$ cat config.mk
export PLATFORM = sky130hd
export DESIGN_NAME = phymr_top
export DESIGN_NICKNAME = d
export VERILOG_FILES = /design/src/verilog/phymr_sync.v /design/src/verilog/phymr_top.v
export VERILOG_INCLUDE_DIRS = /design/src /design/src/verilog
export SDC_FILE = /design/constraint.sdc
export NUM_CORES = 1
export LEC_CHECK = 0
export BUFFER_PORTS_ARGS = -buffer_cell sky130_fd_sc_hd__clkbuf_2
export CORE_UTILIZATION = 36
export CTS_CLUSTER_SIZE = 14
export DETAILED_ROUTE_END_ITERATION = 6
export RECOVER_POWER = 50
export SYNTH_ARGS = -nofsm -noshare
export SYNTH_HDL_FRONTEND = slang
export SYNTH_SLANG_ARGS = --single-unit
$ cat constraint.sdc
create_clock -name CORE_CLK -period 2.36 [get_ports CORE_CLK]
set_clock_uncertainty 0.2 [all_clocks]
set_input_delay 0.354 -clock CORE_CLK [delete_from_list [all_inputs] [get_ports CORE_CLK]]
set_output_delay 0.354 -clock CORE_CLK [all_outputs]
set_load 0.01 [all_outputs]
$ cat src/verilog/phymr_regs.vh
// Register map, field positions, reset values and timing counts of the transceiver management block
`ifndef PHYMR_REGS_VH
`define PHYMR_REGS_VH
`define PHYMR_REG_CONTROL 5'h00
`define PHYMR_REG_STATUS 5'h01
`define PHYMR_REG_ID_HIGH 5'h02
`define PHYMR_REG_ID_LOW 5'h03
`define PHYMR_REG_ADVERT 5'h04
`define PHYMR_CTL_RESET 15
`define PHYMR_CTL_LOOPBACK 14
`define PHYMR_CTL_SPEED 13
`define PHYMR_CTL_AN_ENABLE 12
`define PHYMR_CTL_POWER_DOWN 11
`define PHYMR_CTL_ISOLATE 10
`define PHYMR_CTL_AN_RESTART 9
`define PHYMR_CTL_DUPLEX 8
`define PHYMR_CTL_COL_TEST 7
`define PHYMR_CONTROL_RESET 16'h3400
`define PHYMR_CONTROL_WMASK 16'hFF80
`define PHYMR_ST_COMPLETE 5
`define PHYMR_ST_REM_FAULT 4
`define PHYMR_ST_LINK 2
`define PHYMR_ST_BABBLE 1
`define PHYMR_STATUS_FIXED 16'h7809
`define PHYMR_ADV_RF 13
`define PHYMR_ADVERT_RESET 16'h01E1
`define PHYMR_ADVERT_WMASK 16'hA1E1
`define PHYMR_RESET_TIME_US 50000
`define PHYMR_CLK_MHZ 200
`define PHYMR_RESET_CYCLES (`PHYMR_RESET_TIME_US * `PHYMR_CLK_MHZ)
`define PHYMR_ST_IDLE 2'h0
`define PHYMR_ST_HEAD 2'h1
`define PHYMR_ST_READ 2'h2
`define PHYMR_ST_WRITE 2'h3
`endif

$ cat src/verilog/phymr_sync.v
// Two-flop synchroniser for one level from outside the core clock domain
`timescale 1ns/1ps
module phymr_sync
(
  input wire clk,
  input wire resetn,
  input wire din,
  output reg dout
);
  reg stage_q;
  always @(posedge clk or negedge resetn)
  begin
    if (!resetn)
    begin
      stage_q <= 1'b0;
      dout <= 1'b0;
    end
    else
    begin
      stage_q <= din;
      dout <= stage_q;
    end
  end
endmodule // phymr_sync

$ cat src/verilog/phymr_top.v
// Transceiver management registers behind the serial management port
`timescale 1ns/1ps
`include "phymr_regs.vh"
module phymr_top
#(
  parameter [4:0] PHY_ADDRESS = 5'h00,
  parameter [15:0] ID_HIGH = 16'h1234,
  parameter [15:0] ID_LOW = 16'h5670,
  parameter [31:0] RESET_CYCLES = `PHYMR_RESET_CYCLES
)
(
  input wire CORE_CLK,
  input wire RESETN,
  input wire MDC,
  input wire MDIO_IN,
  output reg MDIO_OUT,
  output reg MDIO_OE,
  input wire REMOTE_FAULT_IN,
  input wire LINK_OK_IN,
  input wire BABBLE_IN,
  input wire AN_DONE_IN,
  output reg LOOPBACK_SELECT,
  output reg POWER_DOWN_SELECT,
  output reg ISOLATE_DATA_PATH,
  output reg COLLISION_SIGNAL_TEST,
  output reg LINK_SPEED_100,
  output reg LINK_FULL_DUPLEX,
  output reg AUTONEG_START,
  output reg REMOTE_FAULT_ADVERTISE,
  output reg [15:0] ADVERT_WORD,
  output reg RESET_ACTIVE
);
  // =====================================================================
  // Input synchronisers
  wire mdc_s;
  wire mdio_s;
  wire rf_s;
  wire link_s;
  wire babble_s;
  wire an_done_s;
  wire [5:0] raw_in;
  wire [5:0] sync_out;
  assign raw_in = {MDC, MDIO_IN, REMOTE_FAULT_IN, LINK_OK_IN, BABBLE_IN, AN_DONE_IN};
  genvar gi;
  generate
    for (gi = 0; gi < 6; gi = gi + 1)
    begin : g_sync
      phymr_sync u_sync
      (
        .clk(CORE_CLK),
        .resetn(RESETN),
        .din(raw_in[gi]),
        .dout(sync_out[gi])
      );
    end
  endgenerate
  assign {mdc_s, mdio_s, rf_s, link_s, babble_s, an_done_s} = sync_out;

  // =====================================================================
  // Clock edge detection
  reg mdc_prev_q;
  wire mdc_rise;
  wire mdc_fall;
  assign mdc_rise = mdc_s & ~mdc_prev_q;
  assign mdc_fall = ~mdc_s & mdc_prev_q;

  // =====================================================================
  // Register state
  reg [15:0] control_q;
  reg [15:0] advert_q;
  reg rem_fault_q;
  reg link_low_q;
  reg babble_q;
  reg an_pending_q;
  reg [31:0] rst_cnt_q;
  wire an_en;
  wire resetting;
  assign an_en = control_q[`PHYMR_CTL_AN_ENABLE];
  assign resetting = control_q[`PHYMR_CTL_RESET];

  // =====================================================================
  // Management frame engine
  reg [1:0] state_q;
  reg [5:0] cnt_q;
  reg [31:0] pre_q;
  reg [13:0] head_q;
  reg [15:0] shift_q;
  reg [4:0] reg_sel_q;
  reg status_read_q;
  reg wr_strobe_q;
  reg [15:0] wr_data_q;
  wire [31:0] pre_next;
  assign pre_next = {pre_q[30:0], mdio_s};
  wire start_seen;
  assign start_seen = (pre_q == 32'hFFFF_FFFF) & ~mdio_s;
  // Header including the bit sampled at this edge: st(1) op(2) phy(5) reg(5)
  wire [13:0] head_next;
  assign head_next = {head_q[12:0], mdio_s};

  wire [15:0] status_word;
  assign status_word = `PHYMR_STATUS_FIXED
    | ({15'h0000, an_en & an_done_s & ~an_pending_q} << `PHYMR_ST_COMPLETE)
    | ({15'h0000, rem_fault_q} << `PHYMR_ST_REM_FAULT)
    | ({15'h0000, link_s & ~link_low_q} << `PHYMR_ST_LINK)
    | ({15'h0000, babble_q} << `PHYMR_ST_BABBLE);

  reg [15:0] read_word;
  always @*
  begin
    read_word = 16'h0000;
    case (head_next[4:0])
      `PHYMR_REG_CONTROL: read_word = control_q;
      `PHYMR_REG_STATUS: read_word = status_word;
      `PHYMR_REG_ID_HIGH: read_word = ID_HIGH;
      `PHYMR_REG_ID_LOW: read_word = ID_LOW;
      `PHYMR_REG_ADVERT: read_word = advert_q;
      default: read_word = 16'h0000;
    endcase
  end

  // Frame header bits after start: op(2) phy(5) reg(5) = 12, then turnaround
  always @(posedge CORE_CLK or negedge RESETN)
  begin
    if (!RESETN)
    begin
      mdc_prev_q <= 1'b0;
      state_q <= `PHYMR_ST_IDLE;
      cnt_q <= 6'h00;
      pre_q <= 32'h0000_0000;
      head_q <= 14'h0000;
      shift_q <= 16'h0000;
      reg_sel_q <= 5'h00;
      status_read_q <= 1'b0;
      wr_strobe_q <= 1'b0;
      wr_data_q <= 16'h0000;
      MDIO_OUT <= 1'b0;
      MDIO_OE <= 1'b0;
    end
    else
    begin
      mdc_prev_q <= mdc_s;
      wr_strobe_q <= 1'b0;
      status_read_q <= 1'b0;
      if (mdc_rise)
      begin
        pre_q <= pre_next;
      end
      case (state_q)
        `PHYMR_ST_IDLE:
        begin
          MDIO_OE <= 1'b0;
          if (mdc_rise && start_seen)
          begin
            state_q <= `PHYMR_ST_HEAD;
            cnt_q <= 6'h00;
          end
        end
        `PHYMR_ST_HEAD:
        begin
          if (mdc_rise)
          begin
            head_q <= head_next;
            cnt_q <= cnt_q + 6'h01;
            if (cnt_q == 6'd12)
            begin
              // Second start bit, opcode, addresses collected; now first turnaround bit
              pre_q <= 32'h0000_0000;
              reg_sel_q <= head_next[4:0];
              if (head_next[9:5] != PHY_ADDRESS)
                state_q <= `PHYMR_ST_IDLE;
              else if (head_next[11:10] == 2'b10)
              begin
                // Read: release line in first turnaround bit
                state_q <= `PHYMR_ST_READ;
                shift_q <= read_word;
                status_read_q <= (head_next[4:0] == `PHYMR_REG_STATUS);
                cnt_q <= 6'h00;
              end
              else if (head_next[11:10] == 2'b01)
              begin
                state_q <= `PHYMR_ST_WRITE;
                cnt_q <= 6'h00;
              end
              else
                state_q <= `PHYMR_ST_IDLE;
            end
          end
        end
        `PHYMR_ST_READ:
        begin
          if (mdc_fall)
          begin
            cnt_q <= cnt_q + 6'h01;
            // First fall opens turnaround bit one: line stays released
            if (cnt_q == 6'd0)
            begin
              MDIO_OE <= 1'b0;
            end
            else if (cnt_q == 6'd1)
            begin
              MDIO_OE <= 1'b1;
              MDIO_OUT <= 1'b0;
            end
            else if (cnt_q <= 6'd17)
            begin
              MDIO_OUT <= shift_q[15];
              shift_q <= {shift_q[14:0], 1'b0};
            end
            else
            begin
              MDIO_OE <= 1'b0;
              state_q <= `PHYMR_ST_IDLE;
            end
          end
        end
        `PHYMR_ST_WRITE:
        begin
          if (mdc_rise)
          begin
            cnt_q <= cnt_q + 6'h01;
            shift_q <= {shift_q[14:0], mdio_s};
            if (cnt_q == 6'd17)
            begin
              wr_strobe_q <= 1'b1;
              wr_data_q <= {shift_q[14:0], mdio_s};
              state_q <= `PHYMR_ST_IDLE;
            end
          end
        end
        default: state_q <= `PHYMR_ST_IDLE;
      endcase
    end
  end

  // =====================================================================
  // Register file
  wire wr_control;
  wire wr_advert;
  assign wr_control = wr_strobe_q & (reg_sel_q == `PHYMR_REG_CONTROL) & ~resetting;
  assign wr_advert = wr_strobe_q & (reg_sel_q == `PHYMR_REG_ADVERT);
  wire rst_done;
  assign rst_done = resetting & (rst_cnt_q == RESET_CYCLES - 32'd1);

  always @(posedge CORE_CLK or negedge RESETN)
  begin
    if (!RESETN)
    begin
      control_q <= `PHYMR_CONTROL_RESET;
      advert_q <= `PHYMR_ADVERT_RESET;
      rem_fault_q <= 1'b0;
      link_low_q <= 1'b1;
      babble_q <= 1'b0;
      an_pending_q <= 1'b0;
      rst_cnt_q <= 32'h0000_0000;
    end
    else if (rst_done)
    begin
      // Soft reset finished; identifiers are parameters and stay put
      control_q <= `PHYMR_CONTROL_RESET;
      advert_q <= `PHYMR_ADVERT_RESET;
      rem_fault_q <= 1'b0;
      link_low_q <= 1'b1;
      babble_q <= 1'b0;
      an_pending_q <= 1'b0;
      rst_cnt_q <= 32'h0000_0000;
    end
    else
    begin
      rst_cnt_q <= resetting ? rst_cnt_q + 32'd1 : 32'h0000_0000;
      if (wr_control)
        control_q <= wr_data_q & `PHYMR_CONTROL_WMASK;
      // Restart reads zero when negotiation is off, clears once started
      if (wr_control && !wr_data_q[`PHYMR_CTL_AN_ENABLE])
        control_q[`PHYMR_CTL_AN_RESTART] <= 1'b0;
      else if (!wr_control && (!an_en || AUTONEG_START))
        control_q[`PHYMR_CTL_AN_RESTART] <= 1'b0;
      if (wr_advert)
        advert_q <= wr_data_q & `PHYMR_ADVERT_WMASK;
      if (AUTONEG_START)
        an_pending_q <= 1'b1;
      else if (!an_done_s)
        an_pending_q <= 1'b0;
      // Event set wins over the clear that follows a status read
      if (rf_s)
        rem_fault_q <= 1'b1;
      else if (status_read_q)
        rem_fault_q <= 1'b0;
      if (!link_s)
        link_low_q <= 1'b1;
      else if (status_read_q)
        link_low_q <= 1'b0;
      if (babble_s && !LINK_SPEED_100)
        babble_q <= 1'b1;
      else if (status_read_q || LINK_SPEED_100)
        babble_q <= 1'b0;
    end
  end

  // =====================================================================
  // Registered outputs toward the datapath
  always @(posedge CORE_CLK or negedge RESETN)
  begin
    if (!RESETN)
    begin
      LOOPBACK_SELECT <= 1'b0;
      POWER_DOWN_SELECT <= 1'b0;
      ISOLATE_DATA_PATH <= 1'b1;
      COLLISION_SIGNAL_TEST <= 1'b0;
      LINK_SPEED_100 <= 1'b1;
      LINK_FULL_DUPLEX <= 1'b0;
      AUTONEG_START <= 1'b0;
      REMOTE_FAULT_ADVERTISE <= 1'b0;
      ADVERT_WORD <= `PHYMR_ADVERT_RESET;
      RESET_ACTIVE <= 1'b0;
    end
    else
    begin
      LOOPBACK_SELECT <= control_q[`PHYMR_CTL_LOOPBACK];
      POWER_DOWN_SELECT <= control_q[`PHYMR_CTL_POWER_DOWN];
      ISOLATE_DATA_PATH <= control_q[`PHYMR_CTL_ISOLATE] | resetting;
      COLLISION_SIGNAL_TEST <= control_q[`PHYMR_CTL_COL_TEST];
      // Negotiated result comes from the datapath when enabled, these then both read 1; otherwise they carry manual choice
      LINK_SPEED_100 <= an_en ? 1'b1 : control_q[`PHYMR_CTL_SPEED];
      LINK_FULL_DUPLEX <= an_en ? 1'b1 : control_q[`PHYMR_CTL_DUPLEX];
      AUTONEG_START <= an_en & control_q[`PHYMR_CTL_AN_RESTART] & ~AUTONEG_START;
      REMOTE_FAULT_ADVERTISE <= advert_q[`PHYMR_ADV_RF];
      ADVERT_WORD <= advert_q;
      RESET_ACTIVE <= resetting;
    end
  end
endmodule // phymr_top

## Word-level counts from Yosys, hierarchy flattened

Cells that the tools add are included.

- $add $sub $neg: 2
- Order comparisons: 1
- Equality and inequality tests: 30
- Mux-type cells: 73
- Bitwise logic cells: 24
- Reduce and logical (&&, ||, !) cells: 31

Operators by type and width:

| operator | count |
|---|---|
| 16-bit two-way mux | 13 |
| 32-bit two-way mux | 6 |
| 16-bit case mux with 5 select lines | 1 |
| 6-bit two-way mux | 8 |
| 16-bit case mux with 3 select lines | 1 |
| 32-bit by 1-bit adder with 32-bit output, second input constant | 1 |
| 32-bit by 24-bit equality test with 1-bit output, second input constant | 1 |
| 32-bit equality test, second input constant | 1 |
| 1-bit two-way mux | 29 |
| 2-bit two-way mux | 12 |
| 2-bit != test, second input constant | 12 |
| 6-bit case mux with 4 select lines | 1 |
| 15-bit by 2-bit OR with 15-bit output | 1 |
| 15-bit by 3-bit OR with 15-bit output | 1 |
| 15-bit by 5-bit OR with 15-bit output | 1 |
| 1-bit bitwise AND | 12 |
| 5-bit by 2-bit equality test with 1-bit output, second input constant | 2 |
| 5-bit by 3-bit equality test with 1-bit output, second input constant | 2 |
| 5-bit zero test | 2 |
| 10-bit AND reduction | 1 |
| 3-bit AND reduction | 3 |
| 9-bit AND reduction | 1 |
| 3-bit nonzero test | 3 |
| 1-bit inverter | 8 |
| 23 further kinds | 38 |

- Register bits after elaboration: 198
- Output and inout port bits: 27

## Depth between registers and ports, before layout

Gate-level depths: netlist of run 1.

- Depth in word-level cells: 11
- Depth in mapped cells: 8

## Cells and area by module

From an unflattened synthesis of run 1, not the netlist that was laid out.

- Cell total of the unflattened synthesis: 704
- Area, all modules: 7435.9 sq um

By module, submodules not included:

| module | times used | cells each | area an instance (sq um) | seq. area each (sq um) |
|---|---|---|---|---|
| phymr_top | 1 | 692 | 7135.6 | 3923.8 |
| phymr_sync | 6 | 2 | 50.0 | 50.0 |

## Least setup slack after synthesis of run 1

OpenSTA, ideal clock, no wires.

- Path type: reg2reg
- Start: register cnt_q[1]
- End: register shift_q[10]
- Library setup time: 0.125 ns
- Arrival: 2.087 ns
- Data required time: 2.035 ns
- Setup slack: -0.052 ns
- Stages on the path, launching flop included: 9
- Path buffers: 1
- Cells stage by stage: dfrtp_1 inv_1 ha_1 nor2_1 o31ai_2 a2111oi_4 a311oi_4 buf_6 mux2_4

- Cells in the longest elaborated chain, start to end: 3
- Elaborated cells between the ends (all ways): 9

RTL lines:

| element | RTL line | RTL |
|---|---|---|
| from (decl) | phymr_top.v:84 | `reg [5:0] cnt_q;` |
| from (signal assigned) | phymr_top.v:163 | `cnt_q <= cnt_q + 6'h01;` |
| from (signal assigned) | phymr_top.v:193 | `cnt_q <= cnt_q + 6'h01;` |
| from (signal assigned) | phymr_top.v:220 | `cnt_q <= cnt_q + 6'h01;` |
| 6-bit by 5-bit <= comparator with 1-bit output (tied with other cells) | phymr_top.v:204 | `else if (cnt_q <= 6'd17)` |
| 2-bit != test (no line) | -- |  |
| 10-bit AND reduction (no line) (*) | -- |  |
| to (signal assigned) | phymr_top.v:175 | `shift_q <= read_word;` |
| to (signal assigned) | phymr_top.v:207 | `shift_q <= {shift_q[14:0], 1'b0};` |
| to (signal assigned) | phymr_top.v:221 | `shift_q <= {shift_q[14:0], mdio_s};` |
| to (decl) | phymr_top.v:87 | `reg [15:0] shift_q;` |

Every way passes the cells marked *; elsewhere a longest branch is shown, timed or not.
A chain may end at the register's enable or synchronous reset.

## Final worst setup path of run 1

- Start: register cnt_q[0]
- End: register shift_q[7]

Same word-level chain as after synthesis.

==> results.md, run 1 <==
- First-pass GRT wire length: 26200 um
- Hold Path Class: reg -> reg
- Final Slew Violations: 0
- IO Count: 35
- Worst Setup Slack, final: 47.7 ps
- Synth warn: 0
- Worst Setup Path Type: reg -> reg
- Final setup viols: 0
- Distinct cells, synth: 57
- Synth Cell Area: 7530 um^2
- Die W: 147 um
- Share of layout cells above drive strength 1: between 20 and 25%
- Nets: 765
- P_int: 4590 uW
- R2R depth: 8
- Remaining global-route overflow: 0
- Worst rel slew slack: between 20% and 30%
- Via count: between 5k and 6k
- Status: complete, no violations
- RSZ-0062 raised after global routing: yes
- Routability cong.: 0.783
- Crit. Startpoint: cnt_q[0]
- PD cells: 675 nW/um^2
- WHS Path Cells: 0
- R2R setup slack: approximately 48 ps
- GRT Total Usage: 15.2%
- Die Height: 147 um
- Initial Utilization: 37.0%
- CTS Buf Count: 17
- Period utilization: 98.0%
- Worst-margin pin slew: between 1000 and 1500 ps
- Final period demand of the worst path: 2310 ps
- Largest net degree at the start of global routing: 51
- Power share of the sequential group: 49.9%
- Critical Path Start Type: flip-flop
- Area contributors post-synth: dfrtp_1 (50%), dfstp_2 (5.6%), nand2_1 (5.3%), mux2_2 (4.9%), a21oi_1 (3.1%)
- Initial antenna violation count: 0
- WL/cell: 14.6 um
- Worst hold endpoint: g_sync[0].u_sync.dout
- CP endpoint kind: flip-flop
- Place WS: 30.3 ps
- # clock sinks: around 170
- Vias in the first global route: around 5k
- DRT Pass-1 Iters: 5
- Leakage power: 0.00400 uW
- Setup_tns: 0 ps
- Top-area cell type share of the netlist area: a little over 50%
- RR Startpoint: cnt_q[0]
- Worst endpoint required time: 2480 ps
- #FFs+latches synth: roughly 170
- CP max FO: 8
- Vias per cell: 4.99
- TritonCTS clock tree: done
- H-tree Lvls: 4
- Remaining DRCs: 0
- PortBufs: 25
- Comb pwr share: slightly above 3%
- FF-to-FF End: shift_q[7]
- Part of the Yosys area used for sequential elements: a little under three fifths
- Post-Synthesis Cells: 695
- EDFF count, synth: 0
- Largest area contributor in the netlist: dfrtp_1
- Ant diodes: 0
- Post-Route WL: 15100 um
- Hold_sp: g_sync[0].u_sync.stage_q
- Switching Power: 1400 uW
- Ys async rst share: between 90% and 100%
- Main synth FF type: dfrtp_1
- Clock share of power: 46.9%
- CP arrival: between 2000 and 2500 ps
- Core area: 20400 um^2
- Post-DP HPWL: 9850 um
- Area grow syn2layout: 17.8%
- Clk buf depth: 2
- Layout fillers: around 1.9k
- Site Rows: between 50 and 60
- Clock-pin slew on the worst setup and hold paths: 70 ps
- Syn Area/Cell: 10.8 um^2
- Switching Fraction: 23.4%
- Root buffer cell: clkbuf_16
- Fmax: between 0.4 and 0.5 GHz
- Die area: ~22000 um^2
- Clock Latency Late Sink: 430 ps
- Initial DRC count: 315
- Maxcap violations: 0
- Worst vdd ir: roughly 0.00045 V
- Final Hold Fails: 0
- DRT antenna net count: 0
[registers in the layout, summed over array words and instances, names as in the netlist, 2 cells and up]
| register | cells |
|---|---|
| ADVERT_WORD | 7 |
| advert_q | 7 |
| cnt_q | 6 |
| control_q | 9 |
| g_sync.u_sync.dout | 6 |
| g_sync.u_sync.stage_q | 6 |
| head_q | 11 |
| pre_q | 32 |
| reg_sel_q | 5 |
| rst_cnt_q | 32 |
| shift_q | 16 |
| state_q | 2 |
| wr_data_q | 12 |
[layer usage]
layer | vias up | track usage [%] | share of wire (%)
met5 | - | 0 | 0
met4 | 0 | 4.90 | 1.0
met3 | 14 | 3.28 | 3.5
met2 | 89 | 21.6 | 46
met1 | 2538 | 22.7 | 50
li1 | 2511 | - | -
[power by group through the flow]
stage / sequential, uW / clock [uW] / combinational (uW)
after floorplan: 3030 / 0 / 102
after global placement: 3040 / 0 / 182
after global routing: 3000 / 3010 / 218
final: 2990 / 2810 / 187
after CTS: 2990 / 2880 / 195
after detailed placement: 3050 / 0 / 186
[worst max-delay path: stages, from the launching register on]
cell       delay (ps)
dfrtp_2           440
inv_2              90
ha_4              160
nor2_4             40
o31ai_4           240
a2111oi_4         130
a311oi_4          350
clkbuf_16         250
mux2_4            300
[worst max path at each step]
stage                  end  slack (ps)  cells after the start
2_1_floorplan  shift_q[10]        -0.4                      8
5_1_grt        shift_q[14]         -30                      8
3_3_place_gp    shift_q[5]          70                      8
3_5_place_dp    shift_q[1]          30                      8
6_report        shift_q[7]          50                      8
4_1_cts         shift_q[1]          20                      8
[layout by cell type (no fill, tap or decap), types with 12 or more instances in the layout]
cell type  netlist  final
a21oi_1         46     46
buf_4           10     29
clkbuf_16        0     18
clkbuf_2         0     27
dfrtp_1        152    150
inv_1           14     12
mux2_2          33     33
mux2i_1         20     20
nand2_1        107    107
nand3_1         31     31
nand4_1         24     24
nor2_1          61     59
o21ai_0         16     16
xor2_1          24     24
[kinds of logic (layout without fill, tap and decap cells)]
family                   count (synthesis)  after routing  synth area share [%]
AND/OR/NAND/NOR                        280            280                  18.3
multiplexers                            61             61                  9.19
XOR/XNOR                                30             30                  3.49
buffers and inverters                   56            116                  3.77
flip-flops                             168            168                  56.1
other                                    1              9                0.0498
AO/OA/AOI/OAI                           92             92                  7.94
adder cells (fa/ha/maj)                  7              7                  1.16
[per-stage QoR]
stage	total power, uW	utilization (%)	hold slack (ps)	std cells	instance area, um^2
floorplan	3130	-	-142	703	7600
global placement	3230	40.0	101	988	8150
detailed placement	3230	40.0	100	988	8150
CTS	6060	43.3	150	1027	8810
global route	6230	43.6	154	1033	8870
finish	5990	43.6	148	1033	8870
[area by class of cell]
| cell class | instances | area, um^2 | share of cell area [%] |
|---|---|---|---|
| repair buffers | 70 | 552 | 6.22 |
| multi-input cells | 479 | 3110 | 35.1 |
| clock inverters | 15 | 166 | 1.88 |
| well taps | 270 | 338 | 3.81 |
| clock buffers | 17 | 425 | 4.79 |
| flip-flops and latches | 168 | 4230 | 47.6 |
| inverters | 14 | 52.6 | 0.592 |
[cells in the mapped netlist (all sizes together) (3+ instances only)]
cell type,number
nor4,9
and2,5
nor2,62
dfstp,16
inv,14
nor4b,3
o22ai,3
xnor2,6
and3,5
and4,7
nor2b,4
o21ai,19
nand2b,6
or2,3
dfrtp,152
nand3,31
a22o,4
mux2i,20
nand2,107
nor3,8
mux2,41
a21oi,46
xor2,24
clkbuf,18
nand4,25
ha,7
buf,24
[repair_timing]
action / CTS / global route
gates resized for setup: 0 / 4
hold buffers: 7 / 0
hold endpoints to repair: 44 / 0
setup buffers: 0 / 5
setup endpoints to repair: 0 / 15
Note: power is estimated with default switching activity, not from simulation.
==> run 2: changes to the inputs <==
--- a/config.mk
+++ b/config.mk
@@ -7,9 +7,12 @@
 export NUM_CORES = 1
 export LEC_CHECK = 0
 export BUFFER_PORTS_ARGS = -buffer_cell sky130_fd_sc_hd__clkbuf_2
+export CELL_PAD_IN_SITES_DETAIL_PLACEMENT = 1
+export CELL_PAD_IN_SITES_GLOBAL_PLACEMENT = 1
 export CORE_UTILIZATION = 36
 export CTS_CLUSTER_SIZE = 14
 export DETAILED_ROUTE_END_ITERATION = 6
+export PLACE_DENSITY_LB_ADDON = 0.1
 export RECOVER_POWER = 50
 export SYNTH_ARGS = -nofsm -noshare
 export SYNTH_HDL_FRONTEND = slang
==> run 2 against run 1 <==
Die area stayed put. Cell count is 0.48% higher. Critical endpoint is now shift_q[14]. Largest cell class unchanged. Largest power group unchanged. Global-route usage grew 2.7 points.
==> results.md, run 2 (same netlist as run 1, synthesis figures left out) <==
- Fmax: 0.432 GHz (about the same)
- Post-DP HPWL: 11900 um (was 9850 um)
- CTS Buf Count: 17 (unchanged)
- FF-to-FF End: shift_q[14] (was shift_q[7])
- Area grow syn2layout: 18.9% (was 17.8%)
- CP arrival: 2430 ps (about the same)
- Die W: 147 um (unchanged)
- DP Cell Count: 992 (was 988)
- Routability cong.: 0.781 (was 0.783)
- Status: complete, no violations (unchanged)
- TritonCTS clock tree: done (unchanged)
- Vias in the first global route: 5873 (was 5040)
- Met3 routed WL: 335 um (was 532 um)
- Final Hold Fails: 0 (unchanged)
- First-pass GRT wire length: 30400 um (was 26200 um)
- Remaining global-route overflow: 0 (unchanged)
- WHS Path Cells: 0 (unchanged)
- Multi-input logic area: 3110 um^2 (unchanged)
- # clock sinks: 168 (unchanged)
- Most frequent cells in the layout: dfrtp_1 (149), nand2_1 (107), nor2_1 (60) (was dfrtp_1 (150), nand2_1 (107), nor2_1 (59))
- Largest registers: pre_q (32), rst_cnt_q (32), shift_q (16) (unchanged)
- Largest net degree at the start of global routing: 48 (was 51)
- Ant diodes: 0 (unchanged)
- DRT Pass-1 Iters: 4 (was 5)
- Remaining DRCs: 0 (unchanged)
- Initial antenna violation count: 0 (unchanged)
- Total power: 6130 uW (was 5990 uW)
- CP endpoint kind: flip-flop (unchanged)
- R2R depth: 6 (was 8)
- M1 WL: 8340 um (was 7520 um)
- Nets: 770 (was 765)
- Layout fillers: 2179 (was 1890)
- Period utilization: 98.1% (was 98.0%)
- Maxcap violations: 0 (unchanged)
- Core area: 20400 um^2 (unchanged)
- Share of layout cells above drive strength 1: 22.9% (was 22.5%)
- WL/cell: 17.1 um (was 14.6 um)
- Critical Path Start Type: flip-flop (unchanged)
- Worst vdd ir: 0.000526 V (was 0.000446 V)
- PortBufs: 25 (unchanged)
- Die Height: 147 um (unchanged)
- Post-Route WL: 17700 um (was 15100 um)
- Worst Setup Path Type: reg -> reg (unchanged)
- Clk buf depth: 2 (unchanged)
- Vias per cell: 5.10 (was 4.99)
- Hold Path Class: reg -> reg (unchanged)
- Worst rel slew slack: 15.2% (was 26.5%)
- Worst endpoint required time: 2480 ps (about the same)
- Clock Latency Late Sink: 430 ps (about the same)
- R2R setup slack: 50 ps (about the same)
- DRT antenna net count: 0 (unchanged)
- RR Startpoint: head_q[8] (was cnt_q[0])
- Highest metal used: met4 (unchanged)
- Root buffer cell: clkbuf_16 (unchanged)
- Initial DRC count: 227 (was 315)
- Layout Cells excl Fill: 1038 (was 1033)
- Sequential cell area: 4230 um^2 (about the same)
- Clock-pin slew on the worst setup and hold paths: 70 ps (about the same)
- CP max FO: 7 (was 8)
- Via count: 5294 (was 5152)
- Crit. Startpoint: head_q[8] (was cnt_q[0])
- Final period demand of the worst path: 2310 ps (about the same)
- RSZ-0062 raised after global routing: yes (unchanged)
- IO Count: 35 (unchanged)
- Most common cell after layout, fill and taps aside: dfrtp_1 (unchanged)
- Die area: 21500 um^2 (unchanged)
- Initial Utilization: 37.0% (unchanged)
- Site Rows: 52 (unchanged)
- Leakage power: 0.00405 uW (was 0.00400 uW)
- H-tree Lvls: 4 (unchanged)
- Final Slew Violations: 0 (unchanged)
- PD cells: 684 nW/um^2 (was 675 nW/um^2)
- Worst-margin pin slew: 1270 ps (was 1100 ps)
- Final setup viols: 0 (unchanged)
- DR WL met2: 8880 um (was 6890 um)
- Critical Path End: shift_q[14] (was shift_q[7])
- GRT Total Usage: 17.9% (was 15.2%)
-- run 2: cell count changes in the layout (fill, tap and decap cells not counted), sizes merged --
cell,change
buf,+5
clkbuf,+1
clkinv,-1
clkinvlp,-2
inv,+2
-- run 2: worst min path at each step --
stage	startpoint	to	slack, ps
after global placement	RESETN	rst_cnt_q[4]	120
final	g_sync[3].u_sync.stage_q	g_sync[3].u_sync.dout	150
after CTS	g_sync[3].u_sync.stage_q	g_sync[3].u_sync.dout	160
after global routing	g_sync[3].u_sync.stage_q	g_sync[3].u_sync.dout	160
after floorplan	RESETN	ADVERT_WORD[13]	-140
after detailed placement	RESETN	rst_cnt_q[4]	130
-- run 2: repair_timing --
action | 4_1_cts | 5_1_grt
resized for setup | 0 | 3
buffers inserted | 0 | 6
hold buffers | 7 | 0
endpoints found under the setup margin | 0 | 14
hold endpoints to repair | 44 | 0
-- run 2: cell type report --
type | instances | share of cell area [%]
inverters | 14 | 0.587
flip-flops and latches | 168 | 47.2
well taps | 270 | 3.77
clock buffers | 18 | 4.90
clock inverters | 14 | 2.04
multi-input cells | 479 | 34.7
repair buffers | 75 | 6.75
-- run 2: through the flow --
| stage | setup TNS, ps | hold slack (ps) | setup slack [ps] | utilization (%) | cell area (um^2) |
|---|---|---|---|---|---|
| after floorplan | -2.95 | -142 | -0.368 | - | 7600 |
| after global placement | 0 | 116 | 66.1 | 40.2 | 8200 |
| after detailed placement | 0 | 130 | 25.2 | 40.2 | 8200 |
| after CTS | 0 | 157 | 14.0 | 43.6 | 8890 |
| after global routing | -167 | 159 | -37.7 | 44.0 | 8960 |
| final | 0 | 152 | 46.0 | 44.0 | 8960 |
-- run 2: report_power, final --
group	total, uW	switching, uW	internal [uW]
clock network	2940	1290	1640
logic	194	129	64.2
registers	2990	50.9	2940
total	6130	1470	4650
-- run 2: worst max-delay path: stages (launching register included) --
cell       delay (ps)
dfrtp_1           390
or4_4             580
nor4_4            310
a311oi_4           70
buf_4             190
clkbuf_16         160
mux2_4            290
-- run 2: layer usage --
metal  track usage [%]  vias to the layer above
met5                 0                        -
met4              5.57                        0
met3              3.50                       15
met2              29.9                       52
met1              23.3                     2711
li1                  -                     2516
==> run 3: changes to the inputs <==
--- a/config.mk
+++ b/config.mk
@@ -16,4 +16,5 @@
 export RECOVER_POWER = 50
 export SYNTH_ARGS = -nofsm -noshare
 export SYNTH_HDL_FRONTEND = slang
+export SYNTH_HIERARCHICAL = 1
 export SYNTH_SLANG_ARGS = --single-unit
==> run 3 against run 2 <==
Worst setup slack worse by 33 ps. Critical endpoint unchanged. Synthesized cell count is 1.3% higher. Highest routed layer unchanged. Cell count grew 0.87%. Sequential cell count unchanged. Non-clock buffer count is 2 higher.
==> results.md, run 3 <==
- Status: complete, no violations (unchanged)
- Routability cong.: 0.818 (was 0.781)
- # clock sinks: 168 (unchanged)
- Multi-input logic area: 3020 um^2 (was 3110 um^2)
- GR Util met3: 3.76% (was 3.50%)
- Clock-pin slew on the worst setup and hold paths: 70 ps (about the same)
- Worst Setup Path Type: reg -> reg (unchanged)
- Critical Path Start Type: flip-flop (unchanged)
- Sequential cell area: 4220 um^2 (was 4230 um^2)
- CP arrival: 2450 ps (was 2430 ps)
- Final Slew Violations: 0 (unchanged)
- Vias per cell: 5.16 (was 5.10)
- Worst rel slew slack: 9.46% (was 15.2%)
- Ant diodes: 0 (unchanged)
- Maxcap violations: 0 (unchanged)
- Layout fillers: 2228 (was 2179)
- Final period demand of the worst path: 2350 ps (was 2310 ps)
- Worst vdd ir: 0.000462 V (was 0.000526 V)
- Area contributors post-synth: dfrtp_1 (51%), nand2_1 (6.3%), dfstp_2 (5.7%), mux2_2 (4.7%), xor2_1 (2.9%) (was dfrtp_1 (50%), dfstp_2 (5.6%), nand2_1 (5.3%), mux2_2 (4.9%), a21oi_1 (3.1%))
- Largest area contributor in the netlist: dfrtp_1 (unchanged)
- #FFs+latches synth: 168 (unchanged)
- Synth warn: 6 (was 0)
- Most frequent cells after synthesis: dfrtp_1 (152), nand2_1 (125), nor2_1 (57) (was dfrtp_1 (152), nand2_1 (107), nor2_1 (61))
- Count leader, synth: dfrtp_1 (unchanged)
- Clk buf depth: 2 (unchanged)
- Gr busiest metal: met2 (unchanged)
- Hold Path Class: reg -> reg (unchanged)
- Hold WS: 153 ps (was 152 ps)
- Worst-margin pin slew: 1360 ps (was 1270 ps)
- Site Rows: 52 (unchanged)
- Worst Setup Slack, final: 12.7 ps (was 46.0 ps)
- Final setup viols: 0 (unchanged)
- Met1 Usage GRT: 23.4% (was 23.3%)
- DP Cell Count: 996 (was 992)
- WL/cell: 17.4 um (was 17.1 um)
- Via count: 5403 (was 5294)
- PD cells: 673 nW/um^2 (was 684 nW/um^2)
- Die Height: 146 um (was 147 um)
- Initial DRC count: 205 (was 227)
- IO Count: 35 (unchanged)
- Period utilization: 99.5% (was 98.1%)
- EDFF count, synth: 0 (unchanged)
- Layout Cells excl Fill: 1047 (was 1038)
- Share of layout cells above drive strength 1: 21.0% (was 22.9%)
- Synth Cell Area: 7440 um^2 (was 7530 um^2)
- DRT antenna net count: 0 (unchanged)
- Vias in the first global route: 5709 (was 5873)
- Die W: 146 um (was 147 um)
- Main synth FF type: dfrtp_1 (unchanged)
- Nets: 779 (was 770)
- DRT Pass-1 Iters: 4 (unchanged)
- Clock Latency Late Sink: 430 ps (about the same)
- Post-DP HPWL: 12300 um (was 11900 um)
- Initial Utilization: 36.7% (was 37.0%)
- Remaining global-route overflow: 0 (unchanged)
- Die area: 21200 um^2 (was 21500 um^2)
- Final Hold Fails: 0 (unchanged)
- Ys async rst share: 100% (unchanged)
- Distinct cells, synth: 54 (was 57)
- Post-Route WL: 18200 um (was 17700 um)
- Met2 usage in global routing: 31.2% (was 29.9%)
- Leakage power: 0.00398 uW (was 0.00405 uW)
- R2R setup slack: 10 ps (was 50 ps)
- H-tree Lvls: 4 (unchanged)
- TritonCTS clock tree: done (unchanged)
- Worst endpoint required time: 2470 ps (was 2480 ps)
- Place WS: -74.8 ps (was 25.2 ps)
- Most common cell after layout, fill and taps aside: dfrtp_1 (unchanged)
- Core area: 20200 um^2 (was 20400 um^2)
- PortBufs: 25 (unchanged)
- Syn Area/Cell: 10.6 um^2 (was 10.8 um^2)
- Initial antenna violation count: 0 (unchanged)
- CTS Buf Count: 17 (unchanged)
- Largest registers: pre_q (32), rst_cnt_q (32), shift_q (16) (unchanged)
- Most frequent cells in the layout: dfrtp_1 (152), nand2_1 (125), nor2_1 (56) (was dfrtp_1 (149), nand2_1 (107), nor2_1 (60))
- Fmax: 0.426 GHz (was 0.432 GHz)
- Largest net degree at the start of global routing: 52 (was 48)
- Top-area cell type share of the netlist area: 51.2% (was 50.5%)
- GRT Total Usage: 18.3% (was 17.9%)
- First-pass GRT wire length: 30300 um (was 30400 um)
- Remaining DRCs: 0 (unchanged)
- Post-Synthesis Cells: 704 (was 695)
- Part of the Yosys area used for sequential elements: 56.8% (was 56.1%)
- CP max FO: 8 (was 7)
- Root buffer cell: clkbuf_16 (unchanged)
- CP endpoint kind: flip-flop (unchanged)
- RSZ-0062 raised after global routing: yes (unchanged)
- Area grow syn2layout: 18.6% (was 18.9%)
## run 3: critical path, cell delays in order, from the launching register on
cell and delay (ps):
dfrtp_1 420, inv_2 110, ha_4 140, nand4b_1 170, buf_4 210, nor2_2 80, a31oi_2 120, o21ai_4 250
clkbuf_16 210, mux2_1 310
## run 3: cell type report
cell class | instances | share of cell area (%)
Clock buffer | 17 | 4.82
Inverter | 13 | 0.553
Tap cell | 270 | 3.83
Sequential cell | 168 | 47.9
Clock inverter | 15 | 1.89
Timing Repair Buffer | 77 | 6.75
Multi-Input combinational cell | 487 | 34.3
## run 3: timing repair
action	in CTS	in global routing
endpoints found under the setup margin	3	42
setup buffers	0	11
hold buffers	7	0
gates resized for setup	1	12
cloned	0	1
hold endpoints to repair	52	0
pin swaps	1	4
## run 3: metal layers
layer  wire length (um)  part of all wire (%)
met1               8350                    46
met2               9280                    51
met3                369                   2.0
met4                230                   1.3
met5                  0                     0
## run 3: path summary, 6_finish.rpt
| check | start | end | cells after the start |
|---|---|---|---|
| worst max register to register | cnt_q[1] | shift_q[14] | 9 |
| min in group asynchronous | RESETN | rst_cnt_q[24] | 2 |
| worst min-delay path | g_sync[2].u_sync/stage_q | g_sync[2].u_sync/dout | 0 |
| worst max-delay path | cnt_q[1] | shift_q[14] | 9 |
| max in group asynchronous | RESETN | pre_q[16] | 3 |
| worst min register to register | g_sync[2].u_sync/stage_q | g_sync[2].u_sync/dout | 0 |
## run 3: kinds of logic after synthesis
logic type | count (synthesis) | synth area share [%]
and+or+nand+nor | 294 | 19.0
DFF | 168 | 56.8
AOI/OAI and AO/OA | 95 | 7.96
buffers and inverters | 57 | 3.77
muxes | 52 | 7.67
xor gates and xnor gates | 30 | 3.53
adders and majority gates | 7 | 1.18
other | 1 | 0.0504
## run 3: per-stage QoR
stage                     setup TNS [ps]  cell area [um^2]  utilization [%]  power (uW)
after floorplan                        0              7470                -        3130
after global placement                 0              8020             39.6        3230
after detailed placement            -211              8020             39.6        3240
after CTS                              0              8690             43.0        6030
after global routing                -481              8820             43.6        6170
final                                  0              8820             43.6        5940
## run 3: power by group
group | internal [uW] | switching [uW]
registers | 2940 | 48.8
clock network | 1420 | 1340
logic | 60.5 | 129
total | 4420 | 1510
